==> src/cfcs_pkg.sv <==
// Package: constants for the CAN fieldbus command and status block
`default_nettype none
package cfcs_pkg;
    // ----------------------------------------
    // Command word bit positions
    // ----------------------------------------
    localparam int CMD_RAMP_ENABLE = 0;
    localparam int CMD_GENERAL_ENABLE = 1;
    localparam int CMD_RUN_REVERSE = 2;
    localparam int CMD_INCHING = 3;
    localparam int CMD_REMOTE_SET = 4;
    localparam int CMD_SECOND_RAMP = 5;
    localparam int CMD_NO_QUICK_STOP = 6;
    localparam int CMD_FAULT_RESET = 7;
    localparam logic [7:0] CMD_RESET = 8'h00;
    localparam logic [15:0] SPEED_RESET = 16'h0000;
    localparam logic [15:0] COUNT_RESET = 16'h0000;
    // Speed reference in hundredths of a percent
    localparam logic signed [15:0] SPEED_MAX = 16'sd20000;
    localparam logic signed [15:0] SPEED_MIN = -16'sd20000;
    localparam logic signed [15:0] SPEED_FULL_SCALE = 16'sd10000;

    // ----------------------------------------
    // Status encodings
    // ----------------------------------------
    typedef enum logic [2:0] {
        CTL_DISABLED = 3'b000, CTL_AUTOBAUD = 3'b001, CTL_ACTIVE = 3'b010,
        CTL_WARNING = 3'b011, CTL_PASSIVE = 3'b100, CTL_BUS_OFF = 3'b101,
        CTL_NO_POWER = 3'b110
    } cfcs_ctl_type;
    typedef enum logic [2:0] {
        CO_INACTIVE = 3'b000, CO_ENABLED = 3'b010, CO_ERR_CTRL = 3'b011,
        CO_GUARD_ERR = 3'b100, CO_HEART_ERR = 3'b101
    } cfcs_comm_type;
    typedef enum logic [2:0] {
        NODE_INACTIVE = 3'b000, NODE_INIT = 3'b001, NODE_STOPPED = 3'b010,
        NODE_OPERATIONAL = 3'b011, NODE_PREOP = 3'b100
    } cfcs_node_type;
    typedef enum logic [2:0] {
        DN_OFFLINE = 3'b000, DN_ONLINE = 3'b001, DN_CONNECTED = 3'b010,
        DN_TIMEOUT = 3'b011, DN_LINK_FAIL = 3'b100, DN_AUTOBAUD = 3'b101
    } cfcs_dnet_type;
    // Protocol selection as seen by this block
    typedef enum logic [1:0] {
        PROTO_NONE = 2'b00, PROTO_CAN = 2'b01, PROTO_CANOPEN = 2'b10, PROTO_DNET = 2'b11
    } cfcs_proto_type;
endpackage : cfcs_pkg
`default_nettype wire

==> src/cfcs_can_fieldbus_command_status.sv <==
// Design: CAN fieldbus command word, speed reference and status counters
`default_nettype none
module cfcs_can_fieldbus_command_status
    import cfcs_pkg::*;
#(
    parameter int CNT_W = 16
) (
    input wire logic mclk,
    input wire logic resetn,
    // Writes from the CAN protocol engine
    input wire logic canCmdWrite,
    input wire logic [7:0] canCmdData,
    input wire logic canSpeedWrite,
    input wire logic [15:0] canSpeedData,
    // Writes from any other source (keypad, serial, soft PLC)
    input wire logic otherCmdWrite,
    input wire logic otherSpeedWrite,
    input wire logic [15:0] otherWriteData,
    // Drive configuration
    input wire logic commandSourceIsCan,
    input wire logic referenceSourceIsCan,
    input wire logic directionCommandBitSource,
    input wire logic [1:0] canProtocolSelect,
    // Controller conditions
    input wire logic autobaudRunning,
    input wire logic warningLevel,
    input wire logic errorPassive,
    input wire logic busOff,
    input wire logic noBusPower,
    // Frame events, one-cycle pulses
    input wire logic frameReceived,
    input wire logic frameTransmitted,
    input wire logic frameLost,
    // Protocol state inputs
    input wire logic coErrorControl,
    input wire logic coGuardError,
    input wire logic coHeartbeatError,
    input wire logic [2:0] coNodeStateIn,
    input wire logic dnOnline,
    input wire logic dnConnected,
    input wire logic dnTimedOut,
    input wire logic dnLinkFailure,
    // Register views
    output logic [7:0] fieldbusCommandWord,
    output logic [15:0] fieldbusSpeedReference,
    output logic [2:0] controllerStatus,
    output logic [2:0] canopenCommStatus,
    output logic [2:0] canopenNodeState,
    output logic [2:0] devicenetStatus,
    output logic [CNT_W-1:0] rxFrameCount,
    output logic [CNT_W-1:0] txFrameCount,
    output logic [CNT_W-1:0] busOffCount,
    output logic [CNT_W-1:0] lostMessageCount,
    // Commands to motor control
    output logic rampEnable,
    output logic generalEnable,
    output logic runReverse,
    output logic inchingRun,
    output logic remoteSetSelect,
    output logic secondRampSelect,
    output logic quickStopDisable,
    output logic faultResetPulse,
    output logic [15:0] activeSpeedReference,
    output logic motorForward
);
    // ----------------------------------------
    // Parameter check
    // ----------------------------------------
    // Counters wider than the sixteen-bit register view could not be read back whole
    if (CNT_W < 1 || CNT_W > 16) begin : g_bad_width
        $error("CNT_W must lie between 1 and 16");
    end

    // ----------------------------------------
    // Write decoding
    // ----------------------------------------
    // Other sources have no write path at all, so their strobes go nowhere
    wire logic cmdLoad = canCmdWrite;
    wire logic speedLoad = canSpeedWrite;
    wire logic signed [15:0] speedIn = $signed(canSpeedData);
    // Out-of-range references saturate rather than wrap, so a bad frame cannot flip sign
    wire logic speedTooHigh = (speedIn > SPEED_MAX);
    wire logic speedTooLow = (speedIn < SPEED_MIN);
    wire logic signed [15:0] speedClamped = speedTooHigh ? SPEED_MAX :
        speedTooLow ? SPEED_MIN : speedIn;

    always_ff @(posedge mclk) begin
        if (!resetn) begin
            fieldbusCommandWord <= CMD_RESET;
        end else if (cmdLoad) begin
            fieldbusCommandWord <= canCmdData;
        end
    end

    always_ff @(posedge mclk) begin
        if (!resetn) begin
            fieldbusSpeedReference <= SPEED_RESET;
        end else if (speedLoad) begin
            fieldbusSpeedReference <= speedClamped;
        end
    end

    // ----------------------------------------
    // Command execution
    // ----------------------------------------
    // Bits are held while another source commands, but not executed
    wire logic [7:0] cmdExec = commandSourceIsCan ? fieldbusCommandWord : CMD_RESET;
    logic faultBitPrev;
    // Edge of the gated bit, so handing command to CAN with bit 7 set also resets
    wire logic faultRise = cmdExec[CMD_FAULT_RESET] & ~faultBitPrev;
    wire logic next_rampEnable = cmdExec[CMD_RAMP_ENABLE];
    wire logic next_generalEnable = cmdExec[CMD_GENERAL_ENABLE];
    wire logic next_runReverse = cmdExec[CMD_RUN_REVERSE];
    wire logic next_inchingRun = cmdExec[CMD_INCHING];
    wire logic next_remoteSetSelect = cmdExec[CMD_REMOTE_SET];
    wire logic next_secondRampSelect = cmdExec[CMD_SECOND_RAMP];
    wire logic next_quickStopDisable = cmdExec[CMD_NO_QUICK_STOP];

    always_ff @(posedge mclk) begin
        if (!resetn) begin
            faultBitPrev <= 1'b0;
            faultResetPulse <= 1'b0;
        end else begin
            faultBitPrev <= cmdExec[CMD_FAULT_RESET];
            faultResetPulse <= faultRise;
        end
    end

    // Motion commands
    always_ff @(posedge mclk) begin
        if (!resetn) begin
            rampEnable <= 1'b0;
            generalEnable <= 1'b0;
            runReverse <= 1'b0;
            inchingRun <= 1'b0;
        end else begin
            rampEnable <= next_rampEnable;
            generalEnable <= next_generalEnable;
            runReverse <= next_runReverse;
            inchingRun <= next_inchingRun;
        end
    end

    // Mode selects
    always_ff @(posedge mclk) begin
        if (!resetn) begin
            remoteSetSelect <= 1'b0;
            secondRampSelect <= 1'b0;
            quickStopDisable <= 1'b0;
        end else begin
            remoteSetSelect <= next_remoteSetSelect;
            secondRampSelect <= next_secondRampSelect;
            quickStopDisable <= next_quickStopDisable;
        end
    end

    // ----------------------------------------
    // Speed reference and direction
    // ----------------------------------------
    // A reference not in use reads as zero, so a change of source brings the motor to rest
    wire logic [15:0] speedUsed = referenceSourceIsCan ? fieldbusSpeedReference : 16'h0000;
    wire logic speedPositive = ~speedUsed[15] & (speedUsed != 16'h0000);
    wire logic speedNegative = speedUsed[15];

    always_ff @(posedge mclk) begin
        if (!resetn) begin
            activeSpeedReference <= SPEED_RESET;
        end else begin
            activeSpeedReference <= speedUsed;
        end
    end

    // ----------------------------------------
    // Direction
    // ----------------------------------------
    // Zero reference keeps the previous direction to avoid chatter
    wire logic next_motorForward = (directionCommandBitSource & speedPositive) |
        (~directionCommandBitSource & speedNegative);

    always_ff @(posedge mclk) begin
        if (!resetn) begin
            motorForward <= 1'b1;
        end else if (speedPositive | speedNegative) begin
            motorForward <= next_motorForward;
        end
    end

    // ----------------------------------------
    // Controller and protocol status
    // ----------------------------------------
    wire logic protoNone = (canProtocolSelect == PROTO_NONE);
    wire logic protoDnet = (canProtocolSelect == PROTO_DNET);
    wire logic protoCo = (canProtocolSelect == PROTO_CANOPEN);
    wire logic ctlAutobaud = protoDnet & autobaudRunning;
    // Worse conditions take precedence: power, bus off, passive, warning
    wire cfcs_ctl_type next_controllerStatus =
        protoNone ? CTL_DISABLED :
        noBusPower ? CTL_NO_POWER :
        busOff ? CTL_BUS_OFF :
        errorPassive ? CTL_PASSIVE :
        warningLevel ? CTL_WARNING :
        ctlAutobaud ? CTL_AUTOBAUD : CTL_ACTIVE;

    always_ff @(posedge mclk) begin
        if (!resetn) begin
            controllerStatus <= 3'(CTL_DISABLED);
        end else begin
            controllerStatus <= next_controllerStatus;
        end
    end

    // ----------------------------------------
    // Protocol status
    // ----------------------------------------
    wire cfcs_comm_type next_canopenCommStatus =
        !protoCo ? CO_INACTIVE :
        coHeartbeatError ? CO_HEART_ERR :
        coGuardError ? CO_GUARD_ERR :
        coErrorControl ? CO_ERR_CTRL : CO_ENABLED;

    wire logic nodeValid = (coNodeStateIn <= 3'(NODE_PREOP));
    wire logic [2:0] next_canopenNodeState =
        (protoCo & nodeValid) ? coNodeStateIn : 3'(NODE_INACTIVE);

    wire cfcs_dnet_type next_devicenetStatus =
        !protoDnet ? DN_OFFLINE :
        autobaudRunning ? DN_AUTOBAUD :
        (dnLinkFailure | busOff) ? DN_LINK_FAIL :
        dnTimedOut ? DN_TIMEOUT :
        dnConnected ? DN_CONNECTED :
        dnOnline ? DN_ONLINE : DN_OFFLINE;

    always_ff @(posedge mclk) begin
        if (!resetn) begin
            canopenCommStatus <= 3'(CO_INACTIVE);
        end else begin
            canopenCommStatus <= next_canopenCommStatus;
        end
    end

    always_ff @(posedge mclk) begin
        if (!resetn) begin
            canopenNodeState <= 3'(NODE_INACTIVE);
        end else begin
            canopenNodeState <= next_canopenNodeState;
        end
    end

    always_ff @(posedge mclk) begin
        if (!resetn) begin
            devicenetStatus <= 3'(DN_OFFLINE);
        end else begin
            devicenetStatus <= next_devicenetStatus;
        end
    end

    // ----------------------------------------
    // Event counters
    // ----------------------------------------
    logic busOffPrev;
    // A bus off that persists counts once, on entry
    wire logic busOffEntry = busOff & ~busOffPrev;

    always_ff @(posedge mclk) begin
        if (!resetn) begin
            busOffPrev <= 1'b0;
        end else begin
            busOffPrev <= busOff;
        end
    end

    // Natural binary wrap returns each counter to zero after its maximum
    wire logic [CNT_W-1:0] next_rxFrameCount = rxFrameCount + CNT_W'(1);
    wire logic [CNT_W-1:0] next_txFrameCount = txFrameCount + CNT_W'(1);
    wire logic [CNT_W-1:0] next_busOffCount = busOffCount + CNT_W'(1);
    wire logic [CNT_W-1:0] next_lostMessageCount = lostMessageCount + CNT_W'(1);

    always_ff @(posedge mclk) begin
        if (!resetn) begin
            rxFrameCount <= CNT_W'(COUNT_RESET);
        end else if (frameReceived) begin
            rxFrameCount <= next_rxFrameCount;
        end
    end

    always_ff @(posedge mclk) begin
        if (!resetn) begin
            txFrameCount <= CNT_W'(COUNT_RESET);
        end else if (frameTransmitted) begin
            txFrameCount <= next_txFrameCount;
        end
    end

    always_ff @(posedge mclk) begin
        if (!resetn) begin
            busOffCount <= CNT_W'(COUNT_RESET);
        end else if (busOffEntry) begin
            busOffCount <= next_busOffCount;
        end
    end

    // Rapid growth here means the bit rate is too high for the node
    always_ff @(posedge mclk) begin
        if (!resetn) begin
            lostMessageCount <= CNT_W'(COUNT_RESET);
        end else if (frameLost) begin
            lostMessageCount <= next_lostMessageCount;
        end
    end

    // ----------------------------------------
    // Other write sources
    // ----------------------------------------
    // Kept as ports so every access path is visible; none of them reaches storage
    wire logic unusedOther = otherCmdWrite | otherSpeedWrite | (|otherWriteData);
endmodule : cfcs_can_fieldbus_command_status
`default_nettype wire

==> config.mk <==
export PLATFORM = sky130hd
export DESIGN_NAME = cfcs_can_fieldbus_command_status
export DESIGN_NICKNAME = d
export VERILOG_FILES = /design/src/cfcs_pkg.sv /design/src/cfcs_can_fieldbus_command_status.sv
export SDC_FILE = /design/constraint.sdc
export NUM_CORES = 1
export LEC_CHECK = 0
export BUFFER_PORTS_ARGS = -buffer_cell sky130_fd_sc_hd__buf_4
export CAP_MARGIN = 20
export CORE_MARGIN = 3
export CORE_UTILIZATION = 49
export DETAILED_ROUTE_END_ITERATION = 8
export GPL_TIMING_DRIVEN = 0
export PLACE_DENSITY = 0.92
export SYNTH_ARGS = -nofsm -noshare
export SYNTH_HDL_FRONTEND = slang
export SYNTH_SLANG_ARGS = --single-unit
==> constraint.sdc <==
create_clock -name mclk -period 1.7 [get_ports mclk]
set_clock_uncertainty 0.05 [all_clocks]
set_input_delay 0.085 -clock mclk [delete_from_list [all_inputs] [get_ports mclk]]
set_output_delay 0.085 -clock mclk [all_outputs]
set_load 0.1 [all_outputs]
==> key figures, run 1 <==
Worst setup path
  • R2R Setup Slk: 0.11 ns
  • Crit path buf inv count: 2
  • Critical-path maximum fanout: 7
  • Startpoint types: input port
  • Worst-case reg-to-reg path depth: 4
  • WP data arrival: 1.94 ns
  • Critical path capture point type: register
  • WS Path Type: in -> reg
  • Slowest-stage cell, CP: dlygate4sd3_1
  • Crit path required time: 2.00 ns
  • WP depth: 6
  • Crit-path max cell delay: 0.53 ns
  • Crit-path cells: dlygate4sd3_1 -> buf_4 -> or4bb_1 -> nor4_4 -> or2_1 -> o22ai_1
  • Crit path max-delay family: simple AND/OR/NAND/NOR gates

Place
  • DP HPWL: 10400 um
  • Placed cell area: 6650 sq um
  • Setup slack at placement: -0.1817 ns
  • Routability congestion estimate: 0.8358
  • IO buf count: 170

Global route
  • Global-route wire length before repair: 24190 um
  • Initial antenna violation count: 0
  • All-Layer GR Usage: 26.13%
  • Number of global-route vias before repair: 5110
  • Total congestion overflow: 0
  • Largest net degree at the start of global routing: 17

Clocking
  • CTS root buf: clkbuf_8
  • H-tree depth: 4
  • Clock Path Buffers: 2
  • Worst-path clk slew: 0.06 ns
  • Clk_lat worst skew: 0.50 ns
  • CTS Buf Count: 17
  • Clk sink count: 127
  • TritonCTS clock tree: done

Yosys
  • Synth Net Count: 621
  • Async S/R FF share, synth: 0%
  • Sequential-to-total area share from yosys stat: 50.40%
  • Synth Flop Type: dfxtp_1
  • Post-synth EDFFs: 0
  • Post-synthesis instance area: 5045 sq um
  • Post-Synthesis Cells: 547
  • Syn Area/Cell: 9.223 sq um
  • Synth Register Bits: 127
  • Synth warnings: 0
  • Netlist cell types: 47

STA
  • Final hold violation count: 0
  • Pins Over Slew Limit: 0
  • Period minus WS final: 1.640 ns
  • RSZ-0062 raised after global routing: true
  • Final Hold Slack: 0.05650 ns
  • Period utilization: 96.48%
  • Fmax: 609.7 MHz
  • Fin worst setup slack: 0.05986 ns
  • Relative slew slack: 55.46%
  • Final setup vio count: 0
  • Actual slew at the worst max-slew pin: 0.6682 ns

Power and ir drop
  • Seq pwr share: 39.8%
  • P_sw: 0.002442 W
  • Lkg Pwr: 3.325 nW
  • Switching Share: 31.22%
  • VDD IR max: 0.0007551 V
  • Power share of the combinational group: 16.5%
  • Int Pwr: 0.005380 W
  • Clk pwr share: 43.7%
  • Power per cell area: 1002 nW/um^2

Die
  • Ports: 194
  • Core area: 9910 sq um
  • Site Rows: 36
  • Die width: 107.5 um
  • Initial Utilization: 50.91%
  • Die area: 11550 sq um
  • Die Y: 107.5 um

Drt
  • DRT Pass-1 Iters: 5
  • Via count: 5140
  • DR WL/cell: 16.58 um
  • DRC violations left: 0
  • WL final: 15500 um
  • DR vias/cell: 5.497
  • ANT nets after route: 0
  • DR iter-0 viols: 283

Final layout
  • Filler instances: 619
  • Layout cell share with drive strength beyond 1: 35.79%
  • Multi-input logic area: 2425 sq um
  • # diodes: 0
  • Seq. cell area: 2681 sq um
  • Final core utilization: 78.75%
  • Design Area, Final: 7804 sq um
  • Syn-to-layout area delta: 54.69%
  • Nets: 863

Run status
  • Outcome: complete, no violations

Hold path
  • WHS Path Cells: 5
  • Hold Path Class: in -> reg

Run
  • Max-cap viol count: 0
flip-flops by register name (all words and copies together) (netlist names), 3 cells and up:
register                count
fieldbusCommandWord         8
txFrameCount               16
canopenCommStatus           3
rxFrameCount               16
fieldbusSpeedReference     16
devicenetStatus             3
canopenNodeState            3
controllerStatus            3
lostMessageCount           16
activeSpeedReference       16
busOffCount                16
tightest hold or removal path, stage by stage:
cell and delay (ns):
buf_4 0.12, inv_1 0.07, o21ai_0 0.09, o21ai_0 0.09
o22ai_1 0.09
cell usage after synthesis (all sizes together), types with 7 or more instances:
cell type / n / area share (%)
mux2i: 15 / 3.0
xnor2: 26 / 4.5
dfxtp: 127 / 50
inv: 15 / 1.1
nor4: 15 / 2.2
and3: 29 / 3.6
a21oi: 15 / 1.5
nor3: 17 / 1.7
xor2: 18 / 3.1
clkbuf: 22 / 1.6
nand3: 18 / 1.8
nand2: 28 / 2.1
or3: 10 / 1.2
nand4: 19 / 2.4
o31ai: 7 / 1.5
nor2: 83 / 6.2
o21ai: 25 / 2.5
stage by stage:
stage / instances / power, W / setup TNS, ns
finish: 935 / 0.007822 / 0
global route: 935 / 0.008064 / 0
CTS: 933 / 0.007834 / 0
detailed placement: 850 / 0.004348 / -1.753
global placement: 850 / 0.004317 / -0.5025
floorplan: 547 / 0.004014 / -0.004530
cell usage in the layout, fill, tap and decap left out, types with 14 or more instances in the layout:
master	netlist	routed
nand2_1	28	27
inv_1	14	14
dfxtp_1	127	72
clkbuf_1	22	19
xor2_1	18	18
clkbuf_16	0	17
o21ai_0	20	20
mux2i_1	15	15
and3_1	29	29
xnor2_1	26	26
nor2_1	83	78
nand3_1	18	16
dfxtp_4	0	28
dfxtp_2	0	27
buf_4	0	173
nand4_1	19	19
nor3_1	17	17
dlygate4sd3_1	0	51
a21oi_1	15	15
cells by family (layout without fill, tap and decap cells):
group	count (synthesis)	after routing	synth area share, %
XOR/XNOR	44	44	7.639
adder cells (fa/ha/maj)	5	5	1.240
multiplexers	15	15	2.976
AND/OR/NAND/NOR	250	250	25.87
AO/OA/AOI/OAI	67	67	8.829
flip-flops	127	127	50.40
buffers and inverters	39	294	3.050
timing repair:
item                                    4_1_cts  5_1_grt
setup buffers                                 0        3
endpoints found under the hold margin        58        0
gates resized for setup                       0       15
hold buffers                                 51        0
endpoints found under the setup margin        0       17
worst paths after layout:
kind                                             endpoint                         from
setup / recovery   fieldbusSpeedReference[9]$_SDFFE_PN0P_             canSpeedData[14]
hold / removal    fieldbusSpeedReference[11]$_SDFFE_PN0P_             canSpeedData[11]
setup reg to reg             busOffCount[15]$_SDFFE_PN0P_  busOffCount[1]$_SDFFE_PN0P_
hold reg to reg                faultResetPulse$_SDFF_PN0_      faultBitPrev$_SDFF_PN0_
layout make-up:
class                   instances  share of cell area [%]
clock buffers                  19                   5.804
multi-input cells             381                   31.07
clock inverters                13                   1.491
plain buffers                  23                   1.235
inverters                      15                  0.7215
repair buffers                224                   23.18
well taps                     133                   2.132
flip-flops and latches        127                   34.36
routing by layer:
| metal | global-route usage [%] | part of all wire [%] | vias to the layer above |
|---|---|---|---|
| met5 | 0 | 0 | - |
| met4 | 13.98 | 3.5 | 0 |
| met3 | 7.079 | 6.5 | 43 |
| met2 | 46.78 | 52 | 236 |
| met1 | 27.82 | 38 | 2426 |
| li1 | - | - | 2435 |
power groups by stage:
stage	Clock [W]	Combinational [W]	Sequential [W]
final	0.00342	0.00129	0.00311
after global routing	0.00360	0.00134	0.00312
after CTS	0.00346	0.00127	0.00311
after detailed placement	0	0.00117	0.00318
after global placement	0	0.00115	0.00317
after floorplan	0	0.000241	0.00377
Power figures use the tool's default switching activity.
==> inputs of run 2 (changes only) <==
Settings changed: CORE_UTILIZATION 49 to 50, PLACE_DENSITY 0.92 to 0.93, TNS_END_PERCENT set to 5.
Clock period 1.7 ns to 1.99 ns, I/O delays scaled along.
==> key figures, run 2 (same netlist as run 1, synthesis figures left out) <==
Worst setup path
  • Crit path buf inv count: 4 (+2)
  • WS Path Type: in -> reg
  • R2R Setup Slk: 0.22 ns (+0.11 ns)
  • Crit-path max cell delay: 0.58 ns (+0.05 ns)
  • Slowest-stage cell, CP: dlygate4sd3_1
  • Crit path to: devicenetStatus[1]$_SDFF_PP0_
  • WP depth: 7 (+1)
  • Crit-path cells: dlygate4sd3_1 -> buf_4 -> nor3_2 -> o21ai_0 -> dlygate4sd3_1 -> nor2_1 -> dlygate4sd3_1
  • Startpoint types: input port
  • CP startpoint: dnLinkFailure
  • Crit path max-delay family: buffers and inverters
  • Worst R2R Start: busOffCount[0]$_SDFFE_PN0P_
  • Worst R2R End: busOffCount[12]$_SDFFE_PN0P_
  • Worst-case reg-to-reg path depth: 6 (+2)
  • Crit path required time: 2.39 ns (+0.39 ns)
  • Most common cell on crit path: dlygate4sd3_1
  • Critical path capture point type: register
  • Critical-path maximum fanout: 2 (-5)
  • WP data arrival: 2.41 ns (+0.47 ns)

Die
  • Die width: 106.4 um (-0.95%)
  • Die Y: 106.4 um (-0.95%)
  • Ports: 194 (unchanged)
  • Core area: 9774 sq um (-1.4%)
  • Initial Utilization: 51.61% (+0.70 points)
  • Die area: 11330 sq um (-1.9%)
  • Site Rows: 36 (unchanged)

Clocking
  • Clk sink count: 127 (unchanged)
  • Setup Buffers After CTS: 0 (unchanged)
  • Clock Path Buffers: 2 (unchanged)
  • CTS root buf: clkbuf_8
  • Clk_lat worst skew: 0.51 ns (about the same)
  • TritonCTS clock tree: done
  • CTS Buf Count: 17 (unchanged)
  • Worst-path clk slew: 0.06 ns (about the same)
  • H-tree depth: 4 (unchanged)

Drt
  • DR iter-0 viols: 393 (+39%)
  • Via count: 5318 (+3.5%)
  • DR WL/cell: 18.01 um (+8.6%)
  • WL final: 16930 um (+9.2%)
  • DRC violations left: 0 (unchanged)
  • ANT nets after route: 0 (unchanged)
  • DR vias/cell: 5.657 (+2.9%)
  • DRT Pass-1 Iters: 5 (unchanged)

STA
  • Final hold violation count: 0 (unchanged)
  • Final TNS setup: -0.01716 ns (-0.01716 ns)
  • Fin worst setup slack: -0.01716 ns (-0.07702 ns)
  • Pins Over Slew Limit: 0 (unchanged)
  • Period minus WS final: 2.007 ns
  • Actual slew at the worst max-slew pin: 0.6764 ns (+0.008238 ns)
  • Fmax: 498.2 MHz
  • Relative slew slack: 54.91% (-0.55 points)
  • Final setup vio count: 1 (+1)
  • Final Hold Slack: 0.05533 ns (-0.001175 ns)
  • Period utilization: 100.9%

Final layout
  • Most frequent cells in the layout: buf_4 (170), dfxtp_1 (99), nor2_1 (83)
  • # diodes: 0 (unchanged)
  • Nets: 870 (+0.81%)
  • Commonest non-fill, non-tap cell in the layout: buf_4
  • Layout cell share with drive strength beyond 1: 29.49% (-6.3 points)
  • Syn-to-layout area delta: 52.55%

Global route
  • Largest net degree at the start of global routing: 17 (unchanged)
  • Number of global-route vias before repair: 5499 (+7.6%)
  • Global-route wire length before repair: 26860 um (+11%)
  • Initial antenna violation count: 0 (unchanged)
  • All-Layer GR Usage: 29.62% (+3.5 points)
  • Total congestion overflow: 0 (unchanged)

Run status
  • Outcome: complete, but fails checks
  • Failing checks: setup timing

Place
  • DP HPWL: 10390 um (about the same)
  • IO buf count: 170 (unchanged)
  • Routability congestion estimate: 0.9146 (+9.4%)

Hold path
  • Hold path startpoint: canProtocolSelect[1]
  • Hold Path Class: in -> reg

Power and ir drop
  • Lkg Pwr: 3.347 nW (+0.64%)
  • Power per cell area: 881.1 nW/um^2 (-12%)
  • VDD IR max: 0.0005124 V (-32%)

Run
  • Max-cap viol count: 0 (unchanged)
-- run 2: cell count changes in the layout (fill, tap and decap cells not counted), sizes merged --
cell	change
inv	-8
bufinv	+2
clkbuf	+6
buf	-4
dlygate4sd3	+9
-- run 2: report_power, final --
group          total (W)  internal (W)  switching, W
logic            0.00113      0.000323      0.000805
registers        0.00269       0.00262     0.0000698
clock network    0.00296       0.00189       0.00107
-- run 2: repair_timing --
item,CTS,global route
hold buffers,60,0
endpoints found under the setup margin,0,4
hold endpoints to repair,60,0
gates resized for setup,0,4
-- run 2: stage by stage --
stage	worst slack, ns	utilization, %	std cells	power (W)	cell area, sq um
2_1_floorplan	-0.1106	-	547	0.003455	5080
3_3_place_gp	0.1909	66.73	850	0.003715	6523
3_5_place_dp	0.08130	66.73	850	0.003743	6523
4_1_cts	0.09825	78.62	940	0.006750	7685
5_1_grt	-0.08583	78.74	940	0.006967	7696
6_report	-0.01716	78.74	940	0.006781	7696
-- run 2: per-layer routing --
metal,global-route usage (%),vias up,wire length (um)
li1,-,2436,-
met1,31.79,2495,6347
met2,52.58,306,8548
met3,7.225,81,1180
met4,17.44,0,858
met5,0,-,0
-- run 2: how the worst min path moves through the flow --
stage | end | slack (ns) | cells past startpoint
after floorplan | canopenNodeState[2]$_SDFF_PN0_ | 0.13 | 1
after global placement | canopenNodeState[2]$_SDFF_PN0_ | 0.22 | 2
after detailed placement | canopenNodeState[2]$_SDFF_PN0_ | 0.22 | 2
after CTS | canopenNodeState[0]$_SDFF_PN0_ | 0.003 | 3
after global routing | fieldbusSpeedReference[14]$_SDFFE_PN0P_ | 0.06 | 5
final | canopenNodeState[0]$_SDFF_PN0_ | 0.06 | 3
-- run 2: area by class of cell --
class	instances	area, sq um
Multi-Input combinational cell	381	2359
Sequential cell	127	2577
Buffer	24	98.84
Clock buffer	23	476.7
Inverter	15	56.30
Fill cell	573	2078
Clock inverter	7	85.08
Tap cell	133	166.4
Timing Repair Buffer	230	1877
-- run 2: worst reg2reg max path: cells and delay by family (launching register included) --
family	cells	cell delay, ns
simple gates	3	0.67
flops	1	0.38
compound gates	1	0.14
fa+ha+maj	1	0.21
buf+inv	1	0.24
